$ cat src/logic/vpo_pkg.sv
// Purpose: shared constants for the valve position output block
// Assumes: positions and percentages in signed tenths of a percent
// Notes: times are in nanoseconds, milliseconds, seconds or minutes, counts derived below
package vpo_pkg;
	// Data widths
	localparam int POS_W = 12;
	localparam int MT_W = 10;
	// Control action codes
	localparam logic [3:0] CA_PID_REV = 4'h1;
	localparam logic [3:0] CA_POS_REV = 4'h5;
	// Position scale in tenths of a percent
	localparam logic signed [12:0] POS_CLOSED = 13'sh0000;
	localparam logic signed [12:0] POS_OPEN = 13'sh03E8;
	localparam logic [21:0] SPAN_TENTHS = 22'h0003E8;
	// Setting defaults, for the party driving the config ports
	localparam logic signed [11:0] STOP_POS_DEF = 12'sh000;
	localparam logic signed [11:0] LIM_HI_DEF = 12'sh41A;
	localparam logic signed [11:0] LIM_LO_DEF = -12'sh032;
	localparam logic signed [11:0] AT_ON_DEF = 12'sh41A;
	localparam logic signed [11:0] AT_OFF_DEF = -12'sh41A;
	localparam logic [7:0] NZ_DEF = 8'h14;
	localparam logic [7:0] GAP_DEF = 8'h0A;
	localparam logic [10:0] INTEG_DEF = 11'h5DC;
	// Motor travel time range and reset value, seconds
	localparam logic [MT_W-1:0] MT_DEF = 10'h00A;
	localparam logic [MT_W-1:0] MT_MIN = 10'h005;
	localparam logic [MT_W-1:0] MT_MAX = 10'h3E8;
	// Stop-action codes
	localparam logic [1:0] STOP_BOTH_OFF = 2'h0;
	localparam logic [1:0] STOP_CLOSE_ON = 2'h1;
	localparam logic [1:0] STOP_OPEN_ON = 2'h2;
	// Clock and tick timing
	localparam int CLK_NS = 5;
	localparam int TICK_MS = 1;
	localparam int TICK_CYC = TICK_MS * 1000000 / CLK_NS;
	localparam int MS_PER_SEC = 1000 / TICK_MS;
	// Front panel hold times
	localparam int ENG_HOLD_S = 2;
	localparam int CAL_HOLD_S = 5;
	localparam int IDLE_MIN = 1;
	localparam int ENG_HOLD_TK = ENG_HOLD_S * 1000 / TICK_MS;
	localparam int CAL_HOLD_TK = CAL_HOLD_S * 1000 / TICK_MS;
	localparam int IDLE_TK = IDLE_MIN * 60000 / TICK_MS;
	// Calibration states
	typedef enum logic [1:0] {CAL_IDLE, CAL_CLOSE, CAL_OPEN} vpo_cal_t;
endpackage

$ cat src/logic/vpo_hold_timer.sv
// Purpose: one-shot pulse after a level has held for a tick count
// Assumes: tick_en is a one-cycle pulse on sys_clk
// Notes: fires once per hold; level must drop to re-arm
module vpo_hold_timer #(
	parameter int HOLD_TK = 2000
) (
	// Clock and reset
	input wire logic sys_clk,
	input wire logic rst_n,
	// Timing
	input wire logic tick_en,
	input wire logic level,
	// Result
	output logic fire
);
	typedef struct packed {
		logic [16:0] cnt;
		logic done;
		logic fire;
	} vpo_ht_t;
	vpo_ht_t st_r, st_nxt;

	// Count while held, pulse on reaching the hold time
	always_comb begin
		st_nxt = st_r;
		st_nxt.fire = 1'b0;
		if (!level) begin
			st_nxt.cnt = 17'h00000;
			st_nxt.done = 1'b0;
		end else if (tick_en && !st_r.done) begin
			st_nxt.cnt = st_r.cnt + 17'h00001;
			if (st_r.cnt == 17'(HOLD_TK - 1)) begin
				st_nxt.done = 1'b1;
				st_nxt.fire = 1'b1;
			end
		end
	end

	always_ff @(posedge sys_clk) begin
		if (!rst_n)
			st_r <= '0;
		else
			st_r <= st_nxt;
	end

	assign fire = st_r.fire;
endmodule

$ cat src/logic/vpo_valve_ctrl.sv
// Purpose: open/close motor drive for a position proportioning valve
// Assumes: mv and limits in signed tenths of a percent, feedback a raw unsigned 12-bit pot code
// Notes: keys are raw pins and pass a three-stage synchroniser
module vpo_valve_ctrl #(
	parameter int TICK_CYC = vpo_pkg::TICK_CYC
) (
	// Clock and reset
	input wire logic sys_clk,
	input wire logic rst_n,
	// Mode and status from the controller
	input wire logic [3:0] control_action,
	input wire logic run_mode,
	input wire logic manual_mode,
	input wire logic self_tuning_run,
	input wire logic signed [11:0] first_manipulated_output,
	// Feedback input
	input wire logic fbr_fitted,
	input wire logic [11:0] feedback_resistance_input,
	input wire logic fbr_input_error,
	// Settings
	input wire logic signed [11:0] stop_position,
	input wire logic signed [11:0] out_limit_high,
	input wire logic signed [11:0] out_limit_low,
	input wire logic signed [11:0] at_on_value,
	input wire logic signed [11:0] at_off_value,
	input wire logic [7:0] neutral_zone,
	input wire logic [7:0] diff_gap,
	input wire logic fbr_error_action,
	input wire logic [1:0] stop_action,
	input wire logic saturation_hold,
	input wire logic [10:0] integ_limit,
	input wire logic [9:0] motor_time_set,
	input wire logic motor_time_load,
	// Front panel
	input wire logic [3:0] key_pins,
	input wire logic on_monitor_screen,
	input wire logic on_cal_prep_screen,
	// Motor drive
	output logic open_side_output,
	output logic close_side_output,
	// Status
	output logic pos_pid_active,
	output logic fbr_fault_flag,
	output logic signed [11:0] valve_position,
	output logic [9:0] motor_time,
	output logic cal_busy,
	output logic cal_done,
	output logic eng_mode_enter,
	output logic return_to_monitor
);
	typedef struct packed {
		logic [3:0] k1, k2, k3, keys;
		logic [17:0] ms_cnt;
		logic ms_tick;
		logic [9:0] sub_cnt;
		logic sec_tick;
		logic open_on, close_on;
		logic dir_open, inhibit;
		logic [20:0] integ_ms;
		logic [9:0] est_div;
		logic signed [11:0] est_pos;
		logic [9:0] mtime;
		logic fault;
		vpo_pkg::vpo_cal_t cal;
		logic [11:0] cal_lo, cal_hi, cal_last;
		logic [10:0] cal_sec;
		logic cal_done;
	} vpo_st_t;
	vpo_st_t st_r, st_nxt;

	logic key_up, key_down, key_shift, key_set;
	logic eng_fire, cal_fire, idle_fire;
	logic signed [11:0] fb_pos, pos_src, cmd, lo_b, hi_b;
	logic signed [12:0] dev, on_th, off_th;
	logic [21:0] fb_num;
	logic [11:0] fb_span;
	logic [20:0] integ_lim_ms;
	logic fb_ok, want_open, want_close, servo;

	assign key_up = st_r.keys[0];
	assign key_down = st_r.keys[1];
	assign key_shift = st_r.keys[2];
	assign key_set = st_r.keys[3];

	// Panel hold timers share the millisecond tick
	vpo_hold_timer #(.HOLD_TK(vpo_pkg::ENG_HOLD_TK)) u_eng (
		.sys_clk(sys_clk),
		.rst_n(rst_n),
		.tick_en(st_r.ms_tick),
		.level(key_shift && key_set && on_monitor_screen),
		.fire(eng_fire)
	);
	vpo_hold_timer #(.HOLD_TK(vpo_pkg::CAL_HOLD_TK)) u_cal (
		.sys_clk(sys_clk),
		.rst_n(rst_n),
		.tick_en(st_r.ms_tick),
		.level(key_shift && on_cal_prep_screen && fbr_fitted),
		.fire(cal_fire)
	);
	vpo_hold_timer #(.HOLD_TK(vpo_pkg::IDLE_TK)) u_idle (
		.sys_clk(sys_clk),
		.rst_n(rst_n),
		.tick_en(st_r.ms_tick),
		.level(st_r.keys == 4'h0 && st_r.cal == vpo_pkg::CAL_IDLE),
		.fire(idle_fire)
	);

	// Feedback scaled onto 0..100 % of the calibrated span
	always_comb begin
		fb_span = st_r.cal_hi - st_r.cal_lo;
		if (fb_span == 12'h000)
			fb_span = 12'h001;
		if (feedback_resistance_input <= st_r.cal_lo)
			fb_num = 22'h000000;
		else
			fb_num = 22'(feedback_resistance_input - st_r.cal_lo)
				* vpo_pkg::SPAN_TENTHS;
		fb_pos = 12'(fb_num / 22'(fb_span));
	end

	// Command selection, limits and deviation
	always_comb begin
		fb_ok = fbr_fitted && !st_r.fault;
		pos_src = fb_ok ? fb_pos : st_r.est_pos;
		// Stop position only reachable while feedback is trusted
		cmd = run_mode ? first_manipulated_output : stop_position;
		lo_b = out_limit_low;
		hi_b = out_limit_high;
		if (self_tuning_run && run_mode) begin
			if (at_off_value > lo_b)
				lo_b = at_off_value;
			if (at_on_value < hi_b)
				hi_b = at_on_value;
		end
		if (fbr_fitted) begin
			if (cmd > hi_b)
				cmd = hi_b;
			if (cmd < lo_b)
				cmd = lo_b;
		end
		dev = 13'(cmd) - 13'(pos_src);
		on_th = 13'(neutral_zone >> 1);
		off_th = on_th - 13'(diff_gap);
		if (off_th < 13'sh0000)
			off_th = 13'sh0000;
		integ_lim_ms = 21'(integ_limit) * 21'(st_r.mtime);
	end

	// Hysteretic servo request, one direction at a time
	always_comb begin
		want_open = st_r.open_on ? (dev > off_th) : (dev > on_th);
		want_close = st_r.close_on ? (dev < -off_th) : (dev < -on_th);
		if (fb_ok && !saturation_hold) begin
			if (13'(pos_src) >= vpo_pkg::POS_OPEN)
				want_open = 1'b0;
			if (13'(pos_src) <= vpo_pkg::POS_CLOSED)
				want_close = 1'b0;
		end
	end

	// Next state of the whole block
	always_comb begin
		st_nxt = st_r;
		servo = 1'b0;
		// Key synchroniser, change taken when stages two and three agree
		st_nxt.k1 = key_pins;
		st_nxt.k2 = st_r.k1;
		st_nxt.k3 = st_r.k2;
		for (int i = 0; i < 4; i++) begin
			if (st_r.k2[i] == st_r.k3[i])
				st_nxt.keys[i] = st_r.k3[i];
		end
		// Millisecond and second ticks from one divider chain
		st_nxt.ms_tick = 1'b0;
		st_nxt.sec_tick = 1'b0;
		if (st_r.ms_cnt == 18'(TICK_CYC - 1)) begin
			st_nxt.ms_cnt = 18'h00000;
			st_nxt.ms_tick = 1'b1;
		end else begin
			st_nxt.ms_cnt = st_r.ms_cnt + 18'h00001;
		end
		if (st_r.ms_tick) begin
			if (st_r.sub_cnt == 10'(vpo_pkg::MS_PER_SEC - 1)) begin
				st_nxt.sub_cnt = 10'h000;
				st_nxt.sec_tick = 1'b1;
			end else begin
				st_nxt.sub_cnt = st_r.sub_cnt + 10'h001;
			end
		end
		st_nxt.fault = fbr_fitted && fbr_input_error;
		// Manual travel time entry, out-of-range values ignored
		if (motor_time_load && motor_time_set >= vpo_pkg::MT_MIN
			&& motor_time_set <= vpo_pkg::MT_MAX)
			st_nxt.mtime = motor_time_set;
		// Output decision, in priority order
		st_nxt.open_on = 1'b0;
		st_nxt.close_on = 1'b0;
		st_nxt.cal_done = 1'b0;
		if (control_action != vpo_pkg::CA_POS_REV) begin
			st_nxt.cal = vpo_pkg::CAL_IDLE;
		end else if (st_r.cal != vpo_pkg::CAL_IDLE) begin
			st_nxt.close_on = (st_r.cal == vpo_pkg::CAL_CLOSE);
			st_nxt.open_on = (st_r.cal == vpo_pkg::CAL_OPEN);
		end else if ((st_r.fault && !fbr_error_action)
			|| (!run_mode && !fb_ok)) begin
			// Fixed stop pattern; also the error action when chosen
			st_nxt.close_on = (stop_action == vpo_pkg::STOP_CLOSE_ON);
			st_nxt.open_on = (stop_action == vpo_pkg::STOP_OPEN_ON);
		end else if (manual_mode && run_mode && !fbr_fitted) begin
			// Up wins if both keys held, keeping outputs exclusive
			st_nxt.open_on = key_up;
			st_nxt.close_on = key_down && !key_up;
		end else begin
			servo = 1'b1;
			st_nxt.open_on = want_open;
			st_nxt.close_on = want_close && !want_open;
		end
		// Integrated limiter, no feedback only; restart on reversal
		if ((st_nxt.open_on && !st_r.dir_open)
			|| (st_nxt.close_on && st_r.dir_open)) begin
			st_nxt.dir_open = st_nxt.open_on;
			st_nxt.integ_ms = 21'h000000;
			st_nxt.inhibit = 1'b0;
		end else if (servo && !fbr_fitted && integ_limit != 11'h000) begin
			if (st_r.inhibit) begin
				st_nxt.open_on = 1'b0;
				st_nxt.close_on = 1'b0;
			end else if ((st_r.open_on || st_r.close_on) && st_r.ms_tick) begin
				st_nxt.integ_ms = st_r.integ_ms + 21'h000001;
				if (st_nxt.integ_ms >= integ_lim_ms * 21'(vpo_pkg::MS_PER_SEC / 1000))
					st_nxt.inhibit = 1'b1;
			end
		end
		// Estimated position: one tenth per travel-time milliseconds
		if (st_r.ms_tick && (st_r.open_on || st_r.close_on)) begin
			if (st_r.est_div >= st_r.mtime - 10'h001) begin
				st_nxt.est_div = 10'h000;
				if (st_r.open_on && 13'(st_r.est_pos) < vpo_pkg::POS_OPEN)
					st_nxt.est_pos = st_r.est_pos + 12'sh001;
				if (st_r.close_on && 13'(st_r.est_pos) > vpo_pkg::POS_CLOSED)
					st_nxt.est_pos = st_r.est_pos - 12'sh001;
			end else begin
				st_nxt.est_div = st_r.est_div + 10'h001;
			end
		end
		// Calibration: close to the end stop, then time the full opening
		case (st_r.cal)
			vpo_pkg::CAL_IDLE: begin
				if (cal_fire && fbr_fitted
					&& control_action == vpo_pkg::CA_POS_REV) begin
					st_nxt.cal = vpo_pkg::CAL_CLOSE;
					st_nxt.cal_sec = 11'h000;
					st_nxt.cal_last = feedback_resistance_input;
				end
			end
			vpo_pkg::CAL_CLOSE: begin
				if (st_r.sec_tick) begin
					st_nxt.cal_last = feedback_resistance_input;
					st_nxt.cal_sec = st_r.cal_sec + 11'h001;
					// End stop reached once a full second brings no change
					if (st_r.cal_sec != 11'h000
						&& feedback_resistance_input == st_r.cal_last) begin
						st_nxt.cal_lo = feedback_resistance_input;
						st_nxt.cal = vpo_pkg::CAL_OPEN;
						st_nxt.cal_sec = 11'h000;
					end
				end
			end
			vpo_pkg::CAL_OPEN: begin
				if (st_r.sec_tick) begin
					st_nxt.cal_last = feedback_resistance_input;
					st_nxt.cal_sec = st_r.cal_sec + 11'h001;
					if (st_r.cal_sec != 11'h000
						&& feedback_resistance_input == st_r.cal_last) begin
						st_nxt.cal_hi = feedback_resistance_input;
						st_nxt.cal = vpo_pkg::CAL_IDLE;
						st_nxt.cal_done = 1'b1;
						// Last second was the settle check, not travel
						if (st_r.cal_sec - 11'h001 >= 11'(vpo_pkg::MT_MIN)
							&& st_r.cal_sec - 11'h001 <= 11'(vpo_pkg::MT_MAX))
							st_nxt.mtime = 10'(st_r.cal_sec - 11'h001);
					end else if (st_r.cal_sec > 11'(vpo_pkg::MT_MAX)) begin
						// Motor never settled: give up, keep old cal_hi and travel time
						st_nxt.cal = vpo_pkg::CAL_IDLE;
						st_nxt.cal_done = 1'b1;
					end
				end
			end
			default: st_nxt.cal = vpo_pkg::CAL_IDLE;
		endcase
	end

	// Single state register; reset leaves the valve assumed closed
	always_ff @(posedge sys_clk) begin
		if (!rst_n) begin
			st_r <= '0;
			st_r.mtime <= vpo_pkg::MT_DEF;
			st_r.cal_hi <= 12'hFFF;
			st_r.cal <= vpo_pkg::CAL_IDLE;
		end else begin
			st_r <= st_nxt;
		end
	end

	// Outputs from flip-flops except pos_pid_active, valve_position and cal_busy, which are combinational
	assign open_side_output = st_r.open_on;
	assign close_side_output = st_r.close_on;
	assign pos_pid_active = (control_action == vpo_pkg::CA_POS_REV);
	assign fbr_fault_flag = st_r.fault;
	assign valve_position = fb_ok ? fb_pos : st_r.est_pos;
	assign motor_time = st_r.mtime;
	assign cal_busy = (st_r.cal != vpo_pkg::CAL_IDLE);
	assign cal_done = st_r.cal_done;
	assign eng_mode_enter = eng_fire;
	assign return_to_monitor = idle_fire;
endmodule

$ cat config.mk
export PLATFORM = sky130hd
export DESIGN_NAME = vpo_valve_ctrl
export DESIGN_NICKNAME = d
export VERILOG_FILES = /design/src/logic/vpo_pkg.sv /design/src/logic/vpo_hold_timer.sv /design/src/logic/vpo_valve_ctrl.sv
export SDC_FILE = /design/constraint.sdc
export NUM_CORES = 2
export LEC_CHECK = 0
export ABC_AREA = 1
export BUFFER_PORTS_ARGS = -buffer_cell sky130_fd_sc_hd__buf_2
export CAP_MARGIN = 10
export CORE_MARGIN = 4
export CORE_UTILIZATION = 60
export CTS_CLUSTER_SIZE = 28
export DETAILED_ROUTE_END_ITERATION = 8
export PLACE_DENSITY = 0.78
export SLEW_MARGIN = 0
export SYNTH_ARGS = -nofsm -noshare
export SYNTH_HDL_FRONTEND = slang
export SYNTH_SLANG_ARGS = --single-unit
$ cat constraint.sdc
create_clock -name sys_clk -period 169.4 [get_ports sys_clk]
set_clock_uncertainty 0.05 [all_clocks]
set_input_delay 8.47 -clock sys_clk [delete_from_list [all_inputs] [get_ports sys_clk]]
set_output_delay 8.47 -clock sys_clk [all_outputs]
set_load 0.005 [all_outputs]
* Word level (Yosys, flattened, before mapping)
Index checks and enable logic that the tools add are counted.
** Word-level totals
- Bits in registers :: 211
- Bits of input ports :: 143
** Cells by class
- Add/subtract/negate cells :: 18
- $mul :: 2
- Div/mod/pow operators :: 1
- Magnitude comparators :: 21
- Equal/unequal tests :: 19
- Mux-type cells :: 62
- Bitwise operators :: 2
- Reduce and logical (&&, ||, !) cells :: 72
** Operators by type and width (number)
- $mux 12 :: 13
- $mux 10 :: 7
- $pmux 23 s3 :: 1
- $mux 22 :: 3
- $add 17x1->17 const B :: 3
- $mux 23 :: 2
- $logic_and 1x1->1 :: 31
- $mux 14 :: 2
- $lt 13x13->1 :: 2
- $sub 12x12->13 :: 2
- $gt 12x12->1 :: 2
- $lt 12x12->1 :: 2
- $mux 2 :: 12
- $mux 24 :: 1
- $reduce_and 3->1 :: 8
- $div 22x12->22 :: 1
- $mul 22x7->19 const B :: 1
- $reduce_bool 11->1 :: 2
- $add 21x1->21 const B :: 1
- $ge 21x21->1 :: 1
- $mul 11x10->21 :: 1
- $add 10x1->10 const B :: 2
- $add 18x1->18 const B :: 1
- $eq 18x18->1 const B :: 1
- 50 further kinds :: 95

* Logic depth before layout (Yosys ltp)
- Word-level depth :: 23
- Gate-level depth with buffers :: 411
- Gate-level depth less buffers :: 392

* Hierarchy
Synthesis repeated with hierarchy kept, for this count alone.
** Unflattened totals
- Cells, all modules :: 4932
- Area, all modules :: 32605.0 µm²
** Modules (own cells, without submodules)
- vpo_valve_ctrl :: instances 1, cells each 4481, area each 29622.2 µm², sequential area each 3083.0 µm²
- vpo_hold_timer at u_idle :: instances 1, cells each 148, area each 1004.7 µm², sequential area each 380.4 µm²
- vpo_hold_timer at u_cal :: instances 1, cells each 157, area each 1003.5 µm², sequential area each 380.4 µm²
- vpo_hold_timer at u_eng :: instances 1, cells each 146, area each 974.7 µm², sequential area each 380.4 µm²

* Worst setup path after synthesis
OpenSTA, ideal clock, no wires.
- Path kind :: input to output
- From :: in feedback_resistance_input[0]
- To :: out valve_position[0]
- Arrival time :: 57.967 ns
- Data required time :: 160.880 ns
- Path slack :: 102.913 ns
- Stages on the path :: 364
- Buffers on the path :: 19
- Cells stage by stage :: inv_1 > ha_1 > fa_1 > inv_1 > nand3_1 > nand2_1 > a21oi_1 > o21ai_0 > nand2_1 > nand3_1 > xor2_1 > inv_1 > ha_1 > inv_1 > fa_1 > inv_1 > fa_1 > inv_1 > (+328 left out) > nand4_1 > nand3_1 > nor2_2 > nand3_2 > inv_2 > clkbuf_1 > o21ai_0 > ha_1 > a21oi_1 > nor2_1 > a211oi_1 > nand2_1 > nand2_1 > nand2_1 > nand2_1 > nand3_1 > nand2_1 > inv_1
** Between the ends
- Cells in the longest elaborated chain, start to end :: 5
** RTL lines
- start: declaration :: RTL line vpo_valve_ctrl.sv:18 : input wire logic [11:0] feedback_resistance_input,
- $sub 12x12->13 :: RTL line vpo_valve_ctrl.sv:116 : fb_num = 22'(feedback_resistance_input - st_r.cal_lo)
- $mul 22x7->19 :: RTL line vpo_valve_ctrl.sv:117 : * vpo_pkg::SPAN_TENTHS;
- $mux 22 * :: RTL line vpo_valve_ctrl.sv:113 : if (feedback_resistance_input <= st_r.cal_lo)
- $div 22x12->22 * :: RTL line vpo_valve_ctrl.sv:118 : fb_pos = 12'(fb_num / 22'(fb_span));
- $mux 12 * :: RTL line vpo_valve_ctrl.sv:310 : assign valve_position = fb_ok ? fb_pos : st_r.est_pos;
- end: declaration :: RTL line vpo_valve_ctrl.sv:44 : output logic signed [11:0] valve_position,
Mark *: on every way between the ends. The rest lies on a longest branch, timed or not.

* Worst setup path after layout
Ends and elaborated chain as after synthesis.

==> metrics.csv <==
metric,value,unit
outcome,"finished, final reports clean",
ys_async_sr_fraction,0,%
capture_instance_of_the_worst_register_to_register_path,st_r[84],
worst_case_reg_to_reg_path_depth,368,
final_net_count,5689,
finalWirelength,78400,um
grt_first_pass_wirelength,130000,um
slew_headroom,23.3,%
worst_path_largest_cell_delay,0.64,ns
cts.repair_timing.setup_buffer_count,0,
cts-buffers-inserted,23,
gpl.final_weighted_congestion,0.966,
synth_common_cells,"1053 x sky130_fd_sc_hd__nand2_1, 813 x sky130_fd_sc_hd__inv_1, 471 x sky130_fd_sc_hd__ha_1",
worst_setup_hold_path_clk_slew,0.06,ns
postCtsResizedCells,0,
postCtsHoldBufs,0,
initial_core_util,60.8,%
totalNegativeSetupSlack,0,ns
use_met2,45.7,%
crit-reg2reg-launch,st_r[36],
synthesis.instances,4850,
clock_sink_count,211,
clock_tree.htree_level_count,1,
yosysUniqueCellTypes,65,
holdPathStages,2,
critical_path.startpoint_type,input pin,
report.final.slew_viol_count,0,
layout_worst_path_cycle_share,43.9,%
timing.critical_path.arrival,65.86,ns
startpoint_of_the_worst_hold_path,st_nxt[149],
grt_start_max_net_pins,71,
cp_slowest_cell,sky130_fd_sc_hd__clkinv_1,
area_delta_synth_final,6.85,%
synth-seq-area-share,13.2,%
dr_total_vias,30479,
synthesis.area,0.0320,mm^2
setup_viol_count_final,0,
post_layout_nonfiller_instances,5671,
dpl.hpwl,63400,um
drt-vias-per-instance,5.37,
reg2reg_setup_slack,107.14,ns
floorplan.die.width,239,um
rsz0062_at_grt,no,
first_global_vias,28012,
synth.top_cell.area_share,18.4,%
design.die.area,0.0571,mm^2
post_synth_main_area_contributors,"sky130_fd_sc_hd__ha_1 18%, sky130_fd_sc_hd__dfxtp_1 13%, sky130_fd_sc_hd__nand2_1 12%",
final.min_clock_period,74.38,ns
placement.io_buffers,171,
yosysWarnings,0,
dr.first_iter.drc_count,1710,
min-delay-path-class,reg -> reg,
grt_antenna_before_repair,8,
rows,84,
synth_top_area_cell,sky130_fd_sc_hd__ha_1,
max_cap_violations,0,
grt_remaining_overflow,0,
synth_top_flop_cell,sky130_fd_sc_hd__dfxtp_1,
cts_root_buf,sky130_fd_sc_hd__clkbuf_16,
layout-drive-gt1-share,7.33,%
met3_usage,3.32,%
core_area,0.0527,mm^2
post_synthesis_net_count,5578,
clk_latency,0.54,ns
worstSetupEndpointType,output pin,
report.final.hold_viol_count,0,
average_wire_per_cell_in_the_routed_design,13.8,um
drt_drc_violations_left,0,
postRouteAntennaNets,0,
die_height,239,um
timing.final.ws_setup,95.02,ns
ys_seq_elements,211,
syn_avg_cell_area,6.60,um^2
maxClockFrequency,13.4,MHz
fillerInstances,4805,
globalRouteMet1Util,35.8,%
drt_pass1_iterations,7,
max_slew.worst_pin.slew,1.15,ns
tritoncts,done,
dpl_worst_slack,95.70,ns
cts_buffer_depth,3,
synth_enable_flop_cells,0,
min_to,st_nxt[145],
worst_ep_required_time,160.88,ns
design.portCount,173,
post-synth-top-count-cell,sky130_fd_sc_hd__nand2_1,
timing.critical_path.fanout_max,23,
global_route.peak_usage_layer,met2,
critPathKind,in -> out,
cpMostUsedCell,sky130_fd_sc_hd__nand2_1,
track_usage,26.5,%
place_inst,5624,
-- cell type report --
class / count / area, um^2 / share of cell area [%]
diodes: 5 / 12.5 / 0.0366
clock inverters: 14 / 169 / 0.494
well taps: 688 / 861 / 2.52
flip-flops and latches: 211 / 4220 / 12.3
clock buffers: 28 / 644 / 1.88
repair buffers: 191 / 1010 / 2.94
inverters: 837 / 3140 / 9.18
multi-input cells: 3697 / 24200 / 70.6
-- logic make-up after synthesis --
| logic type | Yosys count | share of synthesized area [%] |
|---|---|---|
| XOR/XNOR | 284 | 7.77 |
| multiplexers | 10 | 0.328 |
| AO/OA/AOI/OAI | 860 | 15.1 |
| adder cells (fa/ha/maj) | 586 | 25.6 |
| buffers and inverters | 942 | 11.4 |
| AND/OR/NAND/NOR | 1957 | 26.6 |
| flip-flops | 211 | 13.2 |
-- registers in the layout, summed over array words and instances (netlist names), 8 cells and up --
signal / count
st_nxt: 8
motor_time: 10
u_cal.st_r: 18
u_idle.st_r: 18
st_r: 128
u_eng.st_r: 18
-- worst max-delay path by stage --
| stage | start | to | cells past startpoint |
|---|---|---|---|
| after floorplan | feedback_resistance_input[0] | valve_position[0] | 364 |
| after global placement | feedback_resistance_input[0] | valve_position[0] | 346 |
| after detailed placement | feedback_resistance_input[0] | valve_position[0] | 349 |
| after CTS | feedback_resistance_input[0] | valve_position[0] | 349 |
| after global routing | feedback_resistance_input[0] | valve_position[0] | 348 |
| final | feedback_resistance_input[0] | valve_position[0] | 349 |
-- stage by stage --
step,util [%],cell area (um^2),hold slack (ns)
after floorplan,-,32000,0.340
after global placement,63.4,33400,0.342
after detailed placement,63.4,33400,0.356
after CTS,65.0,34200,0.371
after global routing,65.0,34200,0.399
final,65.0,34200,0.367
-- routing by layer --
metal / vias to the layer above / routed length (um)
met4: 6 / 1570
met3: 106 / 3590
met5: - / 35
li1: 16012 / -
met1: 13800 / 36300
met2: 555 / 37000
-- worst max-delay path: cells and delay by family --
kind / cells / cell delay (ns)
AOI/OAI and AO/OA: 132 / 24.20
buffers and inverters: 58 / 6.87
xor gates and xnor gates: 1 / 0.58
and+or+nand+nor: 129 / 16.09
adders and majority gates: 29 / 9.60
-- cell usage in the layout (no fill, tap or decap), types with 83 or more instances in the layout --
cell / synthesis / routed
sky130_fd_sc_hd__nand2_1: 1053 / 1053
sky130_fd_sc_hd__nor2_1: 347 / 347
sky130_fd_sc_hd__fa_1: 114 / 114
sky130_fd_sc_hd__dfxtp_1: 211 / 211
sky130_fd_sc_hd__buf_2: 5 / 171
sky130_fd_sc_hd__nand3_1: 224 / 224
sky130_fd_sc_hd__xor2_1: 193 / 193
sky130_fd_sc_hd__ha_1: 471 / 471
sky130_fd_sc_hd__xnor2_1: 91 / 90
sky130_fd_sc_hd__a21oi_1: 334 / 334
sky130_fd_sc_hd__inv_1: 813 / 813
sky130_fd_sc_hd__nor3_1: 84 / 83
sky130_fd_sc_hd__o21ai_0: 293 / 293
Power is not shown: default switching activity piles up to over one toggle a cycle in this logic, so the estimate is an artifact.
